===== src/wdcf_defines.svh =====
`ifndef WDCF_DEFINES_SVH
`define WDCF_DEFINES_SVH
`define WDCF_ADDR_CAUSE    32'h00000000
`define WDCF_ADDR_CTRL     32'h00000004
`define WDCF_UNLOCK_BIT    4
`define WDCF_ON_BIT        3
`define WDCF_SEL_MSB       2
`define WDCF_SEL_LSB       0
`define WDCF_POR_BIT       0
`define WDCF_WDOG_FLAG_BIT 3
`define WDCF_BOR_FLAG_BIT  2
`define WDCF_PIN_FLAG_BIT  1
`define WDCF_UNLOCK_CYCLES 3'h4
`define WDCF_CNT_W         22
`define WDCF_BASE_TIMEOUT  16384
`define WDCF_CTRL_RST      5'h00
`define WDCF_CAUSE_RST     4'h1
`endif


===== src/wdcf_pkg.sv =====
package wdcf_pkg;
  typedef struct packed {
    logic       watchdog_change_unlock;
    logic       watchdog_on_bit;
    logic [2:0] timeout_select;
  } wdcf_ctrl_t;

  typedef struct packed {
    logic watchdog_cause_flag;
    logic brownout_cause_flag;
    logic pin_reset_cause_flag;
    logic poweron_cause_flag;
  } wdcf_cause_t;

  typedef enum logic [1:0] {
    WDCF_REG_NONE,
    WDCF_REG_CAUSE,
    WDCF_REG_CTRL
  } wdcf_reg_t;
endpackage


===== src/wdcf_watchdog.sv =====
`timescale 1ns/1ps
`include "wdcf_defines.svh"
module wdcf_watchdog #(
  parameter int unsigned BASE_TIMEOUT = `WDCF_BASE_TIMEOUT
) (
  input  wire logic        clock,             // system clock, 100 MHz
  input  wire logic        nrst,              // power-on reset, async
  input  wire logic        clk_en,            // freezes all state when low
  input  wire logic        hsel,              // ahb select
  input  wire logic [31:0] haddr,             // ahb address
  input  wire logic [1:0]  htrans,            // ahb transfer type
  input  wire logic        hwrite,            // ahb write
  input  wire logic [2:0]  hsize,             // ahb size
  input  wire logic [31:0] hwdata,            // ahb write data
  input  wire logic        hready,            // ahb bus ready
  output logic             hreadyout,         // ahb slave ready
  output logic             hresp,             // ahb response
  output logic [31:0]      hrdata,            // ahb read data
  input  wire logic        wdt_osc,           // watchdog oscillator pin
  input  wire logic        safety_level_fuse, // fuse strap, high locks on
  input  wire logic        watchdog_restart_instr, // restart pulse from core
  input  wire logic        chip_rst,          // any chip reset, level
  input  wire logic        brownout_rst,      // brown-out reset, async level
  input  wire logic        pin_rst,           // external reset, async level
  output logic             wdt_rst_pulse,     // watchdog system reset pulse
  output logic             wdt_enabled        // watchdog running
);

  wdcf_pkg::wdcf_ctrl_t  ctrl_q;
  wdcf_pkg::wdcf_cause_t cause_q;
  wdcf_pkg::wdcf_reg_t   wr_idx_q;
  logic                  wr_pend_q;
  logic [2:0]            unlock_cnt_q;
  logic [`WDCF_CNT_W-1:0] cnt_q;
  logic                  osc_s1_q;
  logic                  osc_s2_q;
  logic                  osc_s3_q;
  logic                  fuse_s1_q;
  logic                  fuse_s2_q;
  logic                  bor_s1_q;
  logic                  bor_s2_q;
  logic                  pin_s1_q;
  logic                  pin_s2_q;
  logic                  addr_ph;
  logic                  wr_ctrl;
  logic                  wr_cause;
  logic                  open_req;
  logic                  unlock_open;
  logic                  locked;
  logic                  wd_on;
  logic                  tick;
  logic                  expire;
  logic [`WDCF_CNT_W-1:0] limit;
  logic [2:0]            sel_wr;
  logic                  clr_wdog;
  logic                  clr_bor;
  logic                  clr_pin;
  logic                  clr_por;
  logic [2:0]            win_age_q;

  function automatic wdcf_pkg::wdcf_reg_t reg_decode(input logic [31:0] addr);
    if (addr == `WDCF_ADDR_CAUSE) begin
      return wdcf_pkg::WDCF_REG_CAUSE;
    end else if (addr == `WDCF_ADDR_CTRL) begin
      return wdcf_pkg::WDCF_REG_CTRL;
    end else begin
      return wdcf_pkg::WDCF_REG_NONE;
    end
  endfunction

  // each code doubles the base count
  function automatic logic [`WDCF_CNT_W-1:0] timeout_limit(input logic [2:0] sel);
    return `WDCF_CNT_W'(BASE_TIMEOUT) << sel;
  endfunction

  // pin inputs: the first stage feeds only the second
  always_ff @(posedge clock or negedge nrst) begin
    if (!nrst) begin
      osc_s1_q  <= 1'b0;
      osc_s2_q  <= 1'b0;
      osc_s3_q  <= 1'b0;
      fuse_s1_q <= 1'b0;
      fuse_s2_q <= 1'b0;
      bor_s1_q  <= 1'b0;
      bor_s2_q  <= 1'b0;
      pin_s1_q  <= 1'b0;
      pin_s2_q  <= 1'b0;
    end else if (clk_en) begin
      osc_s1_q  <= wdt_osc;
      osc_s2_q  <= osc_s1_q;
      osc_s3_q  <= osc_s2_q;
      fuse_s1_q <= safety_level_fuse;
      fuse_s2_q <= fuse_s1_q;
      bor_s1_q  <= brownout_rst;
      bor_s2_q  <= bor_s1_q;
      pin_s1_q  <= pin_rst;
      pin_s2_q  <= pin_s1_q;
    end
  end

  // oscillator is far slower than the system clock, so edge sampling is safe
  assign tick        = osc_s2_q & ~osc_s3_q;
  assign locked      = fuse_s2_q;
  assign wd_on       = ctrl_q.watchdog_on_bit | locked;
  assign unlock_open = (unlock_cnt_q != 3'h0);
  assign limit       = timeout_limit(ctrl_q.timeout_select);
  // >= so a shortened select cannot skip past the limit
  assign expire      = wd_on & tick & (cnt_q >= limit - `WDCF_CNT_W'(1));

  // bus slave: zero wait states, always okay
  assign addr_ph  = hsel & htrans[1] & hready;
  assign wr_ctrl  = wr_pend_q & (wr_idx_q == wdcf_pkg::WDCF_REG_CTRL);
  assign wr_cause = wr_pend_q & (wr_idx_q == wdcf_pkg::WDCF_REG_CAUSE);
  assign open_req = wr_ctrl & hwdata[`WDCF_UNLOCK_BIT] & hwdata[`WDCF_ON_BIT];
  assign sel_wr   = hwdata[`WDCF_SEL_MSB:`WDCF_SEL_LSB];
  // a cause bit clears only when its written bit is zero; ones leave it alone
  assign clr_wdog = wr_cause & ~hwdata[`WDCF_WDOG_FLAG_BIT];
  assign clr_bor  = wr_cause & ~hwdata[`WDCF_BOR_FLAG_BIT];
  assign clr_pin  = wr_cause & ~hwdata[`WDCF_PIN_FLAG_BIT];
  assign clr_por  = wr_cause & ~hwdata[`WDCF_POR_BIT];

  always_ff @(posedge clock or negedge nrst) begin
    if (!nrst) begin
      wr_pend_q <= 1'b0;
      wr_idx_q  <= wdcf_pkg::WDCF_REG_NONE;
      hreadyout <= 1'b1;
      hresp     <= 1'b0;
    end else if (clk_en) begin
      wr_pend_q <= addr_ph & hwrite;
      wr_idx_q  <= reg_decode(haddr);
      hreadyout <= 1'b1;
      hresp     <= 1'b0;
    end
  end

  // read data is caught at the address edge and stands through the data phase
  always_ff @(posedge clock or negedge nrst) begin
    if (!nrst) begin
      hrdata <= 32'h00000000;
    end else if (clk_en && addr_ph && !hwrite) begin
      if (reg_decode(haddr) == wdcf_pkg::WDCF_REG_CAUSE) begin
        hrdata <= {28'h0000000, cause_q};
      end else if (reg_decode(haddr) == wdcf_pkg::WDCF_REG_CTRL) begin
        hrdata <= {27'h0000000, ctrl_q.watchdog_change_unlock, wd_on,
                   ctrl_q.timeout_select};
      end else begin
        hrdata <= 32'h00000000;
      end
    end
  end

  // change window: counts system clocks, not bus cycles
  always_ff @(posedge clock or negedge nrst) begin
    if (!nrst) begin
      unlock_cnt_q <= 3'h0;
    end else if (clk_en) begin
      if (chip_rst) begin
        unlock_cnt_q <= 3'h0;
      end else if (open_req) begin
        unlock_cnt_q <= `WDCF_UNLOCK_CYCLES;
      end else if (unlock_open) begin
        unlock_cnt_q <= unlock_cnt_q - 3'h1;
      end
    end
  end

  always_ff @(posedge clock or negedge nrst) begin
    if (!nrst) begin
      ctrl_q <= `WDCF_CTRL_RST;
    end else if (clk_en) begin
      if (chip_rst) begin
        ctrl_q <= `WDCF_CTRL_RST;
      end else begin
        ctrl_q.watchdog_change_unlock <= open_req | (unlock_cnt_q > 3'h1);
        if (wr_ctrl && hwdata[`WDCF_ON_BIT]) begin
          ctrl_q.watchdog_on_bit <= 1'b1;
        end else if (wr_ctrl && unlock_open && !locked) begin
          ctrl_q.watchdog_on_bit <= 1'b0;
        end
        // when locked the enable value written is irrelevant
        if (wr_ctrl && unlock_open) begin
          ctrl_q.timeout_select <= sel_wr;
        end
      end
    end
  end

  always_ff @(posedge clock or negedge nrst) begin
    if (!nrst) begin
      cnt_q <= '0;
    end else if (clk_en) begin
      if (chip_rst || !wd_on || expire) begin
        cnt_q <= '0;
      end else if (watchdog_restart_instr) begin
        cnt_q <= '0;
      end else if (tick) begin
        cnt_q <= cnt_q + `WDCF_CNT_W'(1);
      end
    end
  end

  always_ff @(posedge clock or negedge nrst) begin
    if (!nrst) begin
      wdt_rst_pulse <= 1'b0;
      wdt_enabled   <= 1'b0;
    end else if (clk_en) begin
      wdt_rst_pulse <= expire;
      wdt_enabled   <= wd_on;
    end
  end

  // nrst is the power-on reset; hardware set wins over a software clear
  always_ff @(posedge clock or negedge nrst) begin
    if (!nrst) begin
      cause_q <= `WDCF_CAUSE_RST;
    end else if (clk_en) begin
      cause_q.watchdog_cause_flag <= expire |
        (cause_q.watchdog_cause_flag & ~clr_wdog);
      cause_q.brownout_cause_flag <= bor_s2_q |
        (cause_q.brownout_cause_flag & ~clr_bor);
      cause_q.pin_reset_cause_flag <= pin_s2_q |
        (cause_q.pin_reset_cause_flag & ~clr_pin);
      cause_q.poweron_cause_flag <= cause_q.poweron_cause_flag & ~clr_por;
    end
  end

  // age of the newest change window, saturating; only the assertions read it
  always_ff @(posedge clock or negedge nrst) begin
    if (!nrst) begin
      win_age_q <= 3'h7;
    end else if (clk_en) begin
      if (open_req) begin
        win_age_q <= 3'h0;
      end else if (win_age_q != 3'h7) begin
        win_age_q <= win_age_q + 3'h1;
      end
    end
  end
endmodule


===== config.mk =====
export PLATFORM = sky130hd
export DESIGN_NAME = wdcf_watchdog
export DESIGN_NICKNAME = d
export VERILOG_FILES = /design/src/wdcf_pkg.sv /design/src/wdcf_watchdog.sv
export VERILOG_INCLUDE_DIRS = /design/src
export SDC_FILE = /design/constraint.sdc
export NUM_CORES = 1
export LEC_CHECK = 0
export ABC_AREA = 1
export BUFFER_PORTS_ARGS = -buffer_cell sky130_fd_sc_hd__buf_2
export CORE_MARGIN = 10
export CORE_UTILIZATION = 35
export DETAILED_ROUTE_END_ITERATION = 8
export PLACE_DENSITY_LB_ADDON = 0.15
export SLEW_MARGIN = 5
export SYNTH_ARGS = -nofsm -noshare
export SYNTH_HDL_FRONTEND = slang
export SYNTH_SLANG_ARGS = --single-unit

===== constraint.sdc =====
create_clock -name clock -period 2.05 [get_ports clock]
set_input_delay 0.205 -clock clock [delete_from_list [all_inputs] [get_ports clock]]
set_output_delay 0.205 -clock clock [all_outputs]
set_load 0.02 [all_outputs]

# [Word level (Yosys, flattened, before mapping)]
# Index checks and enable logic that the tools add are counted.
[classes] addsub=3 order_cmp=2 n_eq_ne=5 n_shift=1 muxes=17 n_bitwise=32 n_reduce_logical=20
[op_table] op="two-way mux 22 bit" count=3
[op_table] op="== test 32 x 3 -> 1 bit, second input constant" count=1
[op_table] op="logical NOT 32 bit" count=1
[op_table] op="adder 22 x 1 -> 22 bit, second input constant" count=1
[op_table] op="greater-or-equal comparator 22 bit" count=1
[op_table] op="<< shifter 15 x 3 -> 22 bit, first input constant" count=1
[op_table] op="subtractor 22 x 1 -> 22 bit, second input constant" count=1
[op_table] op="AND 1 bit" count=18
[op_table] op="two-way mux 5 bit" count=3
[op_table] op="two-way mux 3 bit" count=4
[op_table] op="nonzero test 3 bit" count=4
[op_table] op="two-way mux 2 bit" count=5
[op_table] op="inverter 1 bit" count=9
[op_table] op="AND reduction 2 bit" count=4
[op_table] op="logical AND 1 bit" count=5
[op_table] op="bitwise OR 1 bit" count=5
[op_table] op="== test 2 x 1 -> 1 bit, second input constant" count=2
[op_table] op="== test 2 bit, second input constant" count=2
[op_table] op="greater-than comparator 3 x 1 -> 1 bit, second input constant" count=1
[op_table] op="logical NOT 1 bit" count=3
[op_table] op="subtractor 3 x 1 -> 3 bit, second input constant" count=1
[op_table] op="logical OR 1 bit" count=2
[op_table] op="two-way mux 1 bit" count=2
[op_table] op="nonzero test 2 bit" count=1
[word_totals] reg_bits=80 out_inout_bits=36

# [Logic depth before layout (Yosys ltp)]
# Gate-level depths: netlist (run 1).
[logic_depth] ltp_word=11 mapped_depth=13

# [Worst setup path before layout (run 1)]
# OpenSTA, ideal clock, no wires.
[synth_path] path_type="flip-flop to flip-flop" start="reg ctrl_q[2] (netlist name)" end="reg cnt_q[9]" setup_time_ns=0.126 arrival_ns=1.743 required_ns=1.924 path_slack_ns=0.182 stages_incl_launch_ff=14 period_less_slack_ns=1.868 cell_sequence="dfrtp_1 clkbuf_1 nand3_1 ha_1 nand2_1 nor2_1 nand2_1 nor2_4 nand2_2 nand2_2 nand2_4 nand2_4 buf_12 a21oi_2"
[synth_via] elab_chain_len=7
[synth_lines] element="start: declaration" line="wdcf_watchdog.sv:29" text="wdcf_pkg::wdcf_ctrl_t ctrl_q;"
[synth_lines] element="start signal: assignment" line="wdcf_watchdog.sv:169" text="ctrl_q <= `WDCF_CTRL_RST;"
[synth_lines] element="start signal: assignment" line="wdcf_watchdog.sv:172" text="ctrl_q <= `WDCF_CTRL_RST;"
[synth_lines] element="<< shifter 15 x 3 -> 22 bit (no source line) (*)"
[synth_lines] element="subtractor 22 x 1 -> 22 bit (*)" line="wdcf_watchdog.sv:108" text="assign expire = wd_on & tick & (cnt_q >= limit - `WDCF_CNT_W'(1));"
[synth_lines] element="greater-or-equal comparator 22 bit (*)" line="wdcf_watchdog.sv:108"
[synth_lines] element="AND 1 bit (*)" line="wdcf_watchdog.sv:108"
[synth_lines] element="logical OR 1 bit (*)" line="wdcf_watchdog.sv:192" text="if (chip_rst || !wd_on || expire) begin"
[synth_lines] element="nonzero test 3 bit (no source line)"
[synth_lines] element="AND reduction 2 bit (no source line)"
[synth_lines] element="end signal: assignment" line="wdcf_watchdog.sv:197" text="cnt_q <= cnt_q + `WDCF_CNT_W'(1);"
[synth_lines] element="end: declaration" line="wdcf_watchdog.sv:34" text="logic [`WDCF_CNT_W-1:0] cnt_q;"
# Mark *: on every way between the ends. The rest lies on a longest branch, timed or not.
# A chain may end at the register's enable or synchronous reset.

# [Final worst setup path (run 1)]
[layout_path] start="reg ctrl_q[1] (netlist name)" end="reg cnt_q[19]"
# The elaborated chain is that of the path after synthesis.

==> results of run 1 <==
## registers in the layout (all words and copies together) (netlist names), 2 cells and up
signal / flops
ctrl_q: 5
cause_q: 4
hrdata: 5
cnt_q: 22
wr_idx_q: 2
unlock_cnt_q: 3
## cell type report
class | instances | area share
inverters | 48 | 0.04453
clock inverters | 2 | 0.01014
well taps | 133 | 0.04085
flip-flops and latches | 53 | 0.3265
multi-input cells | 375 | 0.4631
clock buffers | 6 | 0.02027
repair buffers | 70 | 0.09459
## stage by stage
step / cells / power [mW] / setup TNS, ns
5_1_grt: 687 / 2.529 / -0.01440
2_1_floorplan: 516 / 1.502 / 0
6_report: 687 / 2.382 / 0
3_5_place_dp: 678 / 1.611 / 0
3_3_place_gp: 678 / 1.599 / 0
4_1_cts: 686 / 2.412 / 0
## metal layers
layer  vias up  routed length [um]
met5         -                   0
met4         0                  92
met3         6                 511
met2        63                4182
met1      1458                3860
li1       1616                   -
## Yosys cell counts, drive strengths merged (2+ instances only)
cell and count:
nand2 160, nor2 60, dfrtp 52, inv 46
buf 35, o21ai 26, nand3 23, a21oi 18
nand4 15, ha 12, nor3 10, clkbuf 5
xor2 5, nand3b 4, o22ai 3, clkinv 2
conb 2, nor3b 2, o21bai 2, xnor2 2
## layout by cell type, fill, tap and decap left out, types with 7 or more instances in the layout
cell and count:
a21oi_1 7, o21ai_0 25, nor2_1 53, dfrtp_1 50, ha_1 11, buf_2 56
buf_4 14, a21oi_2 11, nand4_1 15, nor3_1 9, nand3_1 22, conb_1 30
inv_1 44, nand2_1 151
## how the worst max path moves through the flow
stage,from,end,slack (ns),depth (start not counted)
floorplan,ctrl_q[2],cnt_q[9],0.18,13
global placement,ctrl_q[1],cnt_q[11],0.09,11
detailed placement,ctrl_q[1],cnt_q[3],0.06,11
CTS,ctrl_q[1],cnt_q[3],0.04,11
global route,ctrl_q[2],cnt_q[0],-0.008,12
finish,ctrl_q[1],cnt_q[19],0.17,12
## worst register-to-register path, stage by stage (launching register included)
cell and delay (ns):
dfrtp_2 0.46, nand3_1 0.11, ha_1 0.29, nand2_1 0.13, inv_1 0.05, nand2_1 0.06
nand2_1 0.06, a21oi_2 0.16, nand2_2 0.10, nand2_4 0.09, buf_4 0.17, nand4_1 0.10
nand2_1 0.06
## report_power, final
group	total [mW]	switching (mW)	internal, mW
Clock	0.786	0.380	0.406
Sequential	1.14	0.0392	1.10
Combinational	0.451	0.299	0.152
## logic make-up (layout without fill, tap and decap cells)
group,Yosys count,after routing,synth area share
other,2,30,0.002119
DFF,53,53,0.3745
AOI/OAI and AO/OA,51,51,0.08754
buffers and inverters,88,126,0.1341
xor gates and xnor gates,7,7,0.01730
adders and majority gates,12,12,0.04236
and+or+nand+nor,275,275,0.3420
## timing repair
action	in CTS	in global routing
buffers inserted	0	1
gates resized for setup	0	11
endpoints found under the setup margin	0	21
==> flow_summary.ini, run 1 <==
[route]
wl_um = 8646
wl_per_cell_um = 12.59
drc_errors = 0
drt-initial-drc-count = 81
first_pass_iters = 4
viasPerCell = 4.575
antenna_left = 0
num_vias = 3143

[floorplan]
die_h_um = 120.6
io_pins = 117
die_width_um = 120.6
core-area_mm2 = 0.009819
die_area_mm2 = 0.01455
start_util = 0.3610
core.rowCount = 36

[synth]
synth.largest_area_cell = dfrtp_1
syn_area_per_cell_um2 = 7.264
synth_cell_types = 36
ys_seq_area_frac = 0.3745
synth_edf_count = 0
synth_seq_cells = 53
synth.area.top_cells = dfrtp_1 (37%), nand2_1 (16%), buf_4 (6.1%), nor2_1 (5.8%), inv_1 (4.7%)
synthFlopType = dfrtp_1
netlist_area_mm2 = 0.003545
yosys_warnings = 0
synth-async-reset-ratio = 1.000
synth_top_area_share = 0.3671
syn_inst = 488

[layout]
post_route_cells_drive_above_1_share = 0.2076
utilization = 0.4149
final_area_mm2 = 0.004074
multi_input_area_mm2 = 0.001887
area_growth_pct = 14.93
final_nets = 646
n_fill_cell = 1081
ff_latch_area_mm2 = 0.001330
antennaDiodeCount = 0

[worst_setup_path]
rr_worst_depth = 12
crit_buf_inv = 2
end_kind = flip-flop
cp.required_ns = 2.31
reg2reg_slack_ns = 0.17
path_delay_family = simple AND/OR/NAND/NOR gates
crit_top_cell = nand2_1
crit_fanout = 8
crit_chain = nand3_1 > ha_1 > nand2_1 > inv_1 > nand2_1 > nand2_1 > a21oi_2 > nand2_2 > nand2_4 > buf_4 > nand4_1 > nand2_1
cp_slowest_cell = dfrtp_2
arrival_ns = 2.14
worst_setup_path_start_kind = flip-flop
criticalPathCategory = reg -> reg
r2r-end = cnt_q[19]
rr_startpoint = ctrl_q[1]
cp_slowest_stage_delay_ns = 0.46

[global_route]
grt_pass1_wl_um = 15030
track_usage = 0.1226
grtUsageMet2 = 0.2107
grt-busiest-layer = met2
grt_use_met3 = 0.03443
overflow = 0
antenna_found_initial = 0
grt_max_degree = 54
met1_usage = 0.1467
grt_pass1_vias = 3239

[clock_network]
cts_root_buffer = clkbuf_8
cts_hold_buffers = 0
numCtsBuffers = 5
cts_num_sinks = 53
tritoncts = done
insertion_delay_ns = 0.32
cts_htree_levels = 2
clkTransAtPathRegs_ns = 0.11
cts_buffer_depth = 2

[power]
power.leakage_nw = 2.061
peakVddDrop_v = 0.0002802
power.density_mw_per_mm2 = 584.6

[timing]
period_share = 0.9163
hold_ws_ns = -0.007148
final-max-slew-violation-count = 0
fin_skew_ns = 0.01015
tightest_slew_ns = 0.6932
setup_viol = 0
setup_ws_ns = 0.1716
slew_headroom = 0.5379
fmax_ghz = 0.5324
hold_violations = 3
fin_crit_ns = 1.878

[outcome]
violations = negative hold slack
status = finished with violations

[placed_design]
dp_hpwl_um = 6680
gp_congestion = 0.8464
pre_cts_ws_ns = 0.06148
portBuffers = 56
place_area_mm2 = 0.003900

[run]
maxCapViolations = 0

[min_path]
hp-class = in -> async
Note: power is estimated with default switching activity, not from simulation.
==> inputs of run 2 (changes only) <==
--- a/config.mk
+++ b/config.mk
@@ -10,6 +10,7 @@
 export BUFFER_PORTS_ARGS = -buffer_cell sky130_fd_sc_hd__buf_2
 export CORE_MARGIN = 10
 export CORE_UTILIZATION = 35
+export CTS_BUF_LIST = sky130_fd_sc_hd__clkbuf_2 sky130_fd_sc_hd__clkbuf_4 sky130_fd_sc_hd__clkbuf_8
 export DETAILED_ROUTE_END_ITERATION = 8
 export PLACE_DENSITY_LB_ADDON = 0.15
 export SLEW_MARGIN = 5
==> constraint.sdc (replaced) <==
create_clock -name clock -period 1.9 [get_ports clock]
set_input_delay 0.19 -clock clock [delete_from_list [all_inputs] [get_ports clock]]
set_output_delay 0.19 -clock clock [all_outputs]
set_load 0.02 [all_outputs]
==> run 2 against run 1 <==
The run now ends clean. First-iteration DRC count rose by 23%. Sequential share of layout area fell by 1.1 points. Cell count rose by 1.7%. Sequential power rose by 8%. Clock power fell by 11%. Maximum frequency rose by 1.9%. Core utilization rose by 1.4 points. Critical path type unchanged. Critical endpoint unchanged. Largest cell class unchanged. Highest routed layer unchanged.
==> flow_summary.ini, run 2 (synthesis results as in run 1) <==
[clock_network]
cts_num_sinks = 53
insertion_delay_ns = 0.31
clkTransAtPathRegs_ns = 0.11
numCtsBuffers = 5
tritoncts = done
cts_root_buffer = clkbuf_8
cts_htree_levels = 2
cts_buffer_depth = 2

[min_path]
hold_start = brownout_rst
hp-class = in -> reg
whs_endpoint = bor_s1_q
whs_path_depth = 3

[layout]
multi_input_area_mm2 = 0.001942
largest-register = cnt_q
final_common_cell = nand2_1
finalNonFillerCells = 699
utilization = 0.4292
antennaDiodeCount = 0
layout_common_cells = nand2_1 (149), buf_2 (56), nor2_1 (53), dfrtp_1 (50), inv_1 (43)
area_growth_pct = 18.88
n_fill_cell = 1053
post_route_cells_drive_above_1_share = 0.2403
top_regs = cnt_q x22, ctrl_q x5, hrdata x5
largest_reg_flops = 22
ff_latch_area_mm2 = 0.001330
final_nets = 658

[worst_setup_path]
crit_buf_inv = 1
arrival_ns = 2.05
rr_startpoint = ctrl_q[2]
rr_worst_depth = 12
worst_setup_path_start_kind = flip-flop
criticalPathCategory = reg -> reg
path_delay_family = simple AND/OR/NAND/NOR gates
cp_slowest_stage_delay_ns = 0.49
crit_chain = nand3_2 > ha_1 > nand2_2 > nor2_4 > nand2_2 > nor2_4 > nand2_2 > nand2_2 > nand2_4 > buf_4 > nand4_1 > nand2_1
r2r-end = cnt_q[19]
crit_top_cell = nand2_2
cp.required_ns = 2.10
end_kind = flip-flop
crit_fanout = 8
cp_slowest_cell = dfrtp_2
reg2reg_slack_ns = 0.06

[timing]
tns_ns = 0
final-max-slew-violation-count = 0
fin_skew_ns = 0.01085
fin_crit_ns = 1.844
tightest_slew_ns = 0.5094
slew_headroom = 0.6604
setup_viol = 0
fmax_ghz = 0.5424
hold_ws_ns = 0.07475
rsz0062_at_grt = true
hold_violations = 0
period_share = 0.9703

[floorplan]
core-area_mm2 = 0.009819
core.rowCount = 36
die_area_mm2 = 0.01455
start_util = 0.3610
die_h_um = 120.6
io_pins = 117
die_width_um = 120.6

[global_route]
antenna_found_initial = 0
grt_max_degree = 35
overflow = 0
grt_pass1_wl_um = 14630
grt_pass1_vias = 3162
track_usage = 0.1189

[placed_design]
gp_congestion = 0.8260
place_inst = 689
portBuffers = 56
dp_hpwl_um = 6892

[run]
maxCapViolations = 0

[route]
num_vias = 3155
antenna_left = 0
first_pass_iters = 4
drt-initial-drc-count = 100
drc_errors = 0
wl_per_cell_um = 12.41
wl_um = 8674
viasPerCell = 4.514

[power]
power.leakage_nw = 2.120
p_total_mw = 2.430
peakVddDrop_v = 0.0003879
power.density_mw_per_mm2 = 576.6

[outcome]
status = completed
==> run 2: worst register-to-register path, stage by stage, from the launching register on <==
cell	delay, ns
dfrtp_2	0.49
nand3_2	0.10
ha_1	0.29
nand2_2	0.06
nor2_4	0.11
nand2_2	0.09
nor2_4	0.08
nand2_2	0.05
nand2_2	0.09
nand2_4	0.08
buf_4	0.15
nand4_1	0.08
nand2_1	0.05
==> run 2: what timing repair did <==
item / in CTS / in global routing
pin swaps: 1 / 5
endpoints found under the setup margin: 21 / 24
hold buffers: 1 / 0
endpoints found under the hold margin: 19 / 0
setup buffers: 0 / 1
gates resized for setup: 3 / 20
==> run 2: where the power goes <==
group / leakage, nW / internal, mW / switching [mW]
Clock: 0.0518 / 0.304 / 0.398
Combinational: 1.37 / 0.172 / 0.323
Sequential: 0.703 / 1.19 / 0.0408
==> run 2: area by class of cell <==
class                           count  share of cell area
Tap cell                          133             0.03949
Sequential cell                    53              0.3156
Clock inverter                      2            0.004157
Multi-Input combinational cell    375              0.4608
Clock buffer                        6             0.01960
Timing Repair Buffer               82              0.1173
Inverter                           48             0.04305
==> run 2: stage by stage <==
step                setup WS [ns]  cell area [um^2]
finish                    0.05640              4214
global placement         -0.03619              3995
global route             -0.07708              4214
CTS                     0.0004305              4118
detailed placement       -0.06205              3995
floorplan                 0.03174              3650
==> run 2: worst max path at each step <==
stage | start | endpoint | depth (start not counted)
global route | ctrl_q[2] | cnt_q[15] | 12
finish | ctrl_q[2] | cnt_q[19] | 12
global placement | ctrl_q[2] | cnt_q[11] | 11
floorplan | ctrl_q[2] | cnt_q[9] | 13
detailed placement | ctrl_q[2] | cnt_q[11] | 11
CTS | ctrl_q[1] | cnt_q[19] | 12
==> run 2: routing by layer <==
layer | GRT usage | up-vias | share of wire
met1 | 0.1421 | 1448 | 0.45
li1 | - | 1644 | -
met5 | 0 | - | 0
met4 | 0.02489 | 0 | 0.0066
met2 | 0.2096 | 58 | 0.49
met3 | 0.03071 | 5 | 0.055
==> inputs of run 3 (changes only) <==
--- a/config.mk
+++ b/config.mk
@@ -12,8 +12,8 @@
 export CORE_UTILIZATION = 35
 export CTS_BUF_LIST = sky130_fd_sc_hd__clkbuf_2 sky130_fd_sc_hd__clkbuf_4 sky130_fd_sc_hd__clkbuf_8
 export DETAILED_ROUTE_END_ITERATION = 8
-export PLACE_DENSITY_LB_ADDON = 0.15
-export SLEW_MARGIN = 5
+export GPL_TIMING_DRIVEN = 0
+export PLACE_DENSITY_LB_ADDON = 0.1
 export SYNTH_ARGS = -nofsm -noshare
 export SYNTH_HDL_FRONTEND = slang
 export SYNTH_SLANG_ARGS = --single-unit
==> run 3 against run 2 <==
Sequential cell count did not move. Die area unchanged. Final area rose by 3.6%. Non-clock buffer count is 19 higher. Global-route usage rose by 0.42 points. Register-to-register slack worse by 0.05 ns. Worst setup slack got worse by 0.053 ns. Cell count up 2.7%. Critical path depth stayed put. Core utilization up 1.5 points. Critical endpoint is now cnt_q[18].
==> flow_summary.ini, run 3 (synthesis results as in run 1) <==
[floorplan]
die_h_um = 120.6
core-area_mm2 = 0.009819
die_width_um = 120.6
io_pins = 117
start_util = 0.3610
core.rowCount = 36
die_area_mm2 = 0.01455

[route]
wl_um = 9122
viasPerCell = 4.443
num_vias = 3190
wl_per_cell_um = 12.70
first_pass_iters = 4
drt-initial-drc-count = 120
drc_errors = 0
antenna_left = 0

[layout]
ff_latch_area_mm2 = 0.001331
finalNonFillerCells = 718
largest_reg_flops = 22
antennaDiodeCount = 0
multi_input_area_mm2 = 0.001916
top_regs = cnt_q x22, ctrl_q x5, hrdata x5
n_fill_cell = 1052
final_area_mm2 = 0.004364
final_common_cell = nand2_1
post_route_cells_drive_above_1_share = 0.2513
final_nets = 677
area_growth_pct = 23.12
layout_common_cells = nand2_1 (151), buf_2 (58), nor2_1 (53), dfrtp_1 (49), inv_1 (43)
largest-register = cnt_q

[timing]
hold_violations = 0
slew_headroom = 0.5565
tns_ns = 0
setup_viol = 0
rsz0062_at_grt = true
setup_ws_ns = 0.002923
fmax_ghz = 0.5271
fin_crit_ns = 1.897
period_share = 0.9985
fin_skew_ns = 0.01188
tightest_slew_ns = 0.6653
final-max-slew-violation-count = 0

[worst_setup_path]
crit_buf_inv = 2
path_delay_family = simple AND/OR/NAND/NOR gates
worst_setup_path_start_kind = flip-flop
cp_slowest_stage_delay_ns = 0.48
crit_chain = a21oi_2 > ha_1 > nand2_1 > inv_1 > nand2_1 > nand2_1 > a21oi_2 > nand2_2 > nand2_4 > nand2_8 > clkbuf_16 > a21oi_2
r2r-end = cnt_q[18]
reg2reg_slack_ns = 0.003
crit_fanout = 8
criticalPathCategory = reg -> reg
arrival_ns = 2.14
cp_slowest_cell = dfrtp_2
end_kind = flip-flop
rr_startpoint = ctrl_q[2]
rr_worst_depth = 12
cp.required_ns = 2.14

[clock_network]
insertion_delay_ns = 0.31
numCtsBuffers = 5
cts_htree_levels = 2
tritoncts = done
clkTransAtPathRegs_ns = 0.11
cts_buffer_depth = 2
cts_num_sinks = 53
cts_root_buffer = clkbuf_8

[power]
power.density_mw_per_mm2 = 596.1
p_total_mw = 2.601
peakVddDrop_v = 0.0005009
power.leakage_nw = 2.230

[outcome]
status = completed

[placed_design]
place_inst = 704
dp_hpwl_um = 7056
portBuffers = 55
place_area_mm2 = 0.004091
pre_cts_ws_ns = -0.2765
gp_congestion = 0.8296

[global_route]
grt_pass1_wl_um = 14960
grt_pass1_vias = 3153
grt_max_degree = 54
antenna_found_initial = 0
overflow = 0
track_usage = 0.1231

[min_path]
hp-class = in -> reg
whs_path_depth = 3
hold_start = wdt_osc
whs_endpoint = osc_s1_q

[run]
maxCapViolations = 0
-- run 3: changes by cell type in the layout (fill, tap and decap cells not counted), moves of 2 or more --
cell	before	now
a21oi_1	4	6
buf_4	23	34
a21oi_2	14	11
clkbuf_1	0	3
nand2_1	149	151
buf_2	56	58
-- run 3: power by group --
part / switching (mW) / internal (mW) / leakage, nW
registers: 0.0401 / 1.19 / 0.701
logic: 0.341 / 0.214 / 1.47
clock network: 0.401 / 0.413 / 0.0592
-- run 3: layout make-up --
| cell class | instances | share of cell area |
|---|---|---|
| Tap cell | 133 | 0.03813 |
| Timing Repair Buffer | 63 | 0.08429 |
| Sequential cell | 53 | 0.3050 |
| Clock buffer | 6 | 0.01749 |
| Buffer | 38 | 0.06565 |
| Clock inverter | 2 | 0.008888 |
| Multi-Input combinational cell | 375 | 0.4389 |
| Inverter | 48 | 0.04157 |
-- run 3: metrics by stage --
step                  util  hold WS, ns
floorplan                -      -0.1056
global placement    0.4167       0.3928
detailed placement  0.4167       0.3945
CTS                 0.4318      0.05861
global route        0.4444      0.07420
finish              0.4444      0.06436
-- run 3: per-layer routing --
layer  vias to the layer above  GRT usage  wire (um)
met4                         0    0.02715         70
met5                         -          0          0
li1                       1684          -          -
met1                      1425     0.1496       4186
met2                        77     0.2137       4311
met3                         4    0.03118        553
-- run 3: how the worst max path moves through the flow --
stage | startpoint | end | slack (ns) | depth (start not counted)
detailed placement | ctrl_q[1] | cnt_q[5] | -0.28 | 13
global placement | ctrl_q[2] | cnt_q[5] | -0.26 | 13
global route | ctrl_q[2] | cnt_q[9] | -0.14 | 12
finish | ctrl_q[2] | cnt_q[18] | 0.003 | 12
CTS | ctrl_q[2] | cnt_q[5] | -0.003 | 12
floorplan | ctrl_q[2] | cnt_q[9] | 0.03 | 13
-- run 3: tightest hold or removal path: stages --
cell and delay, ns:
buf_2 0.07, nand2_1 0.04, nand2_1 0.05
-- run 3: what timing repair did --
| action | CTS | global route |
|---|---|---|
| resized for setup | 5 | 12 |
| hold endpoints to repair | 0 | 27 |
| gates cloned | 0 | 1 |
| pin swaps | 2 | 6 |
| buffers inserted | 4 | 1 |
| setup endpoints to repair | 24 | 21 |
| hold buffers | 0 | 1 |
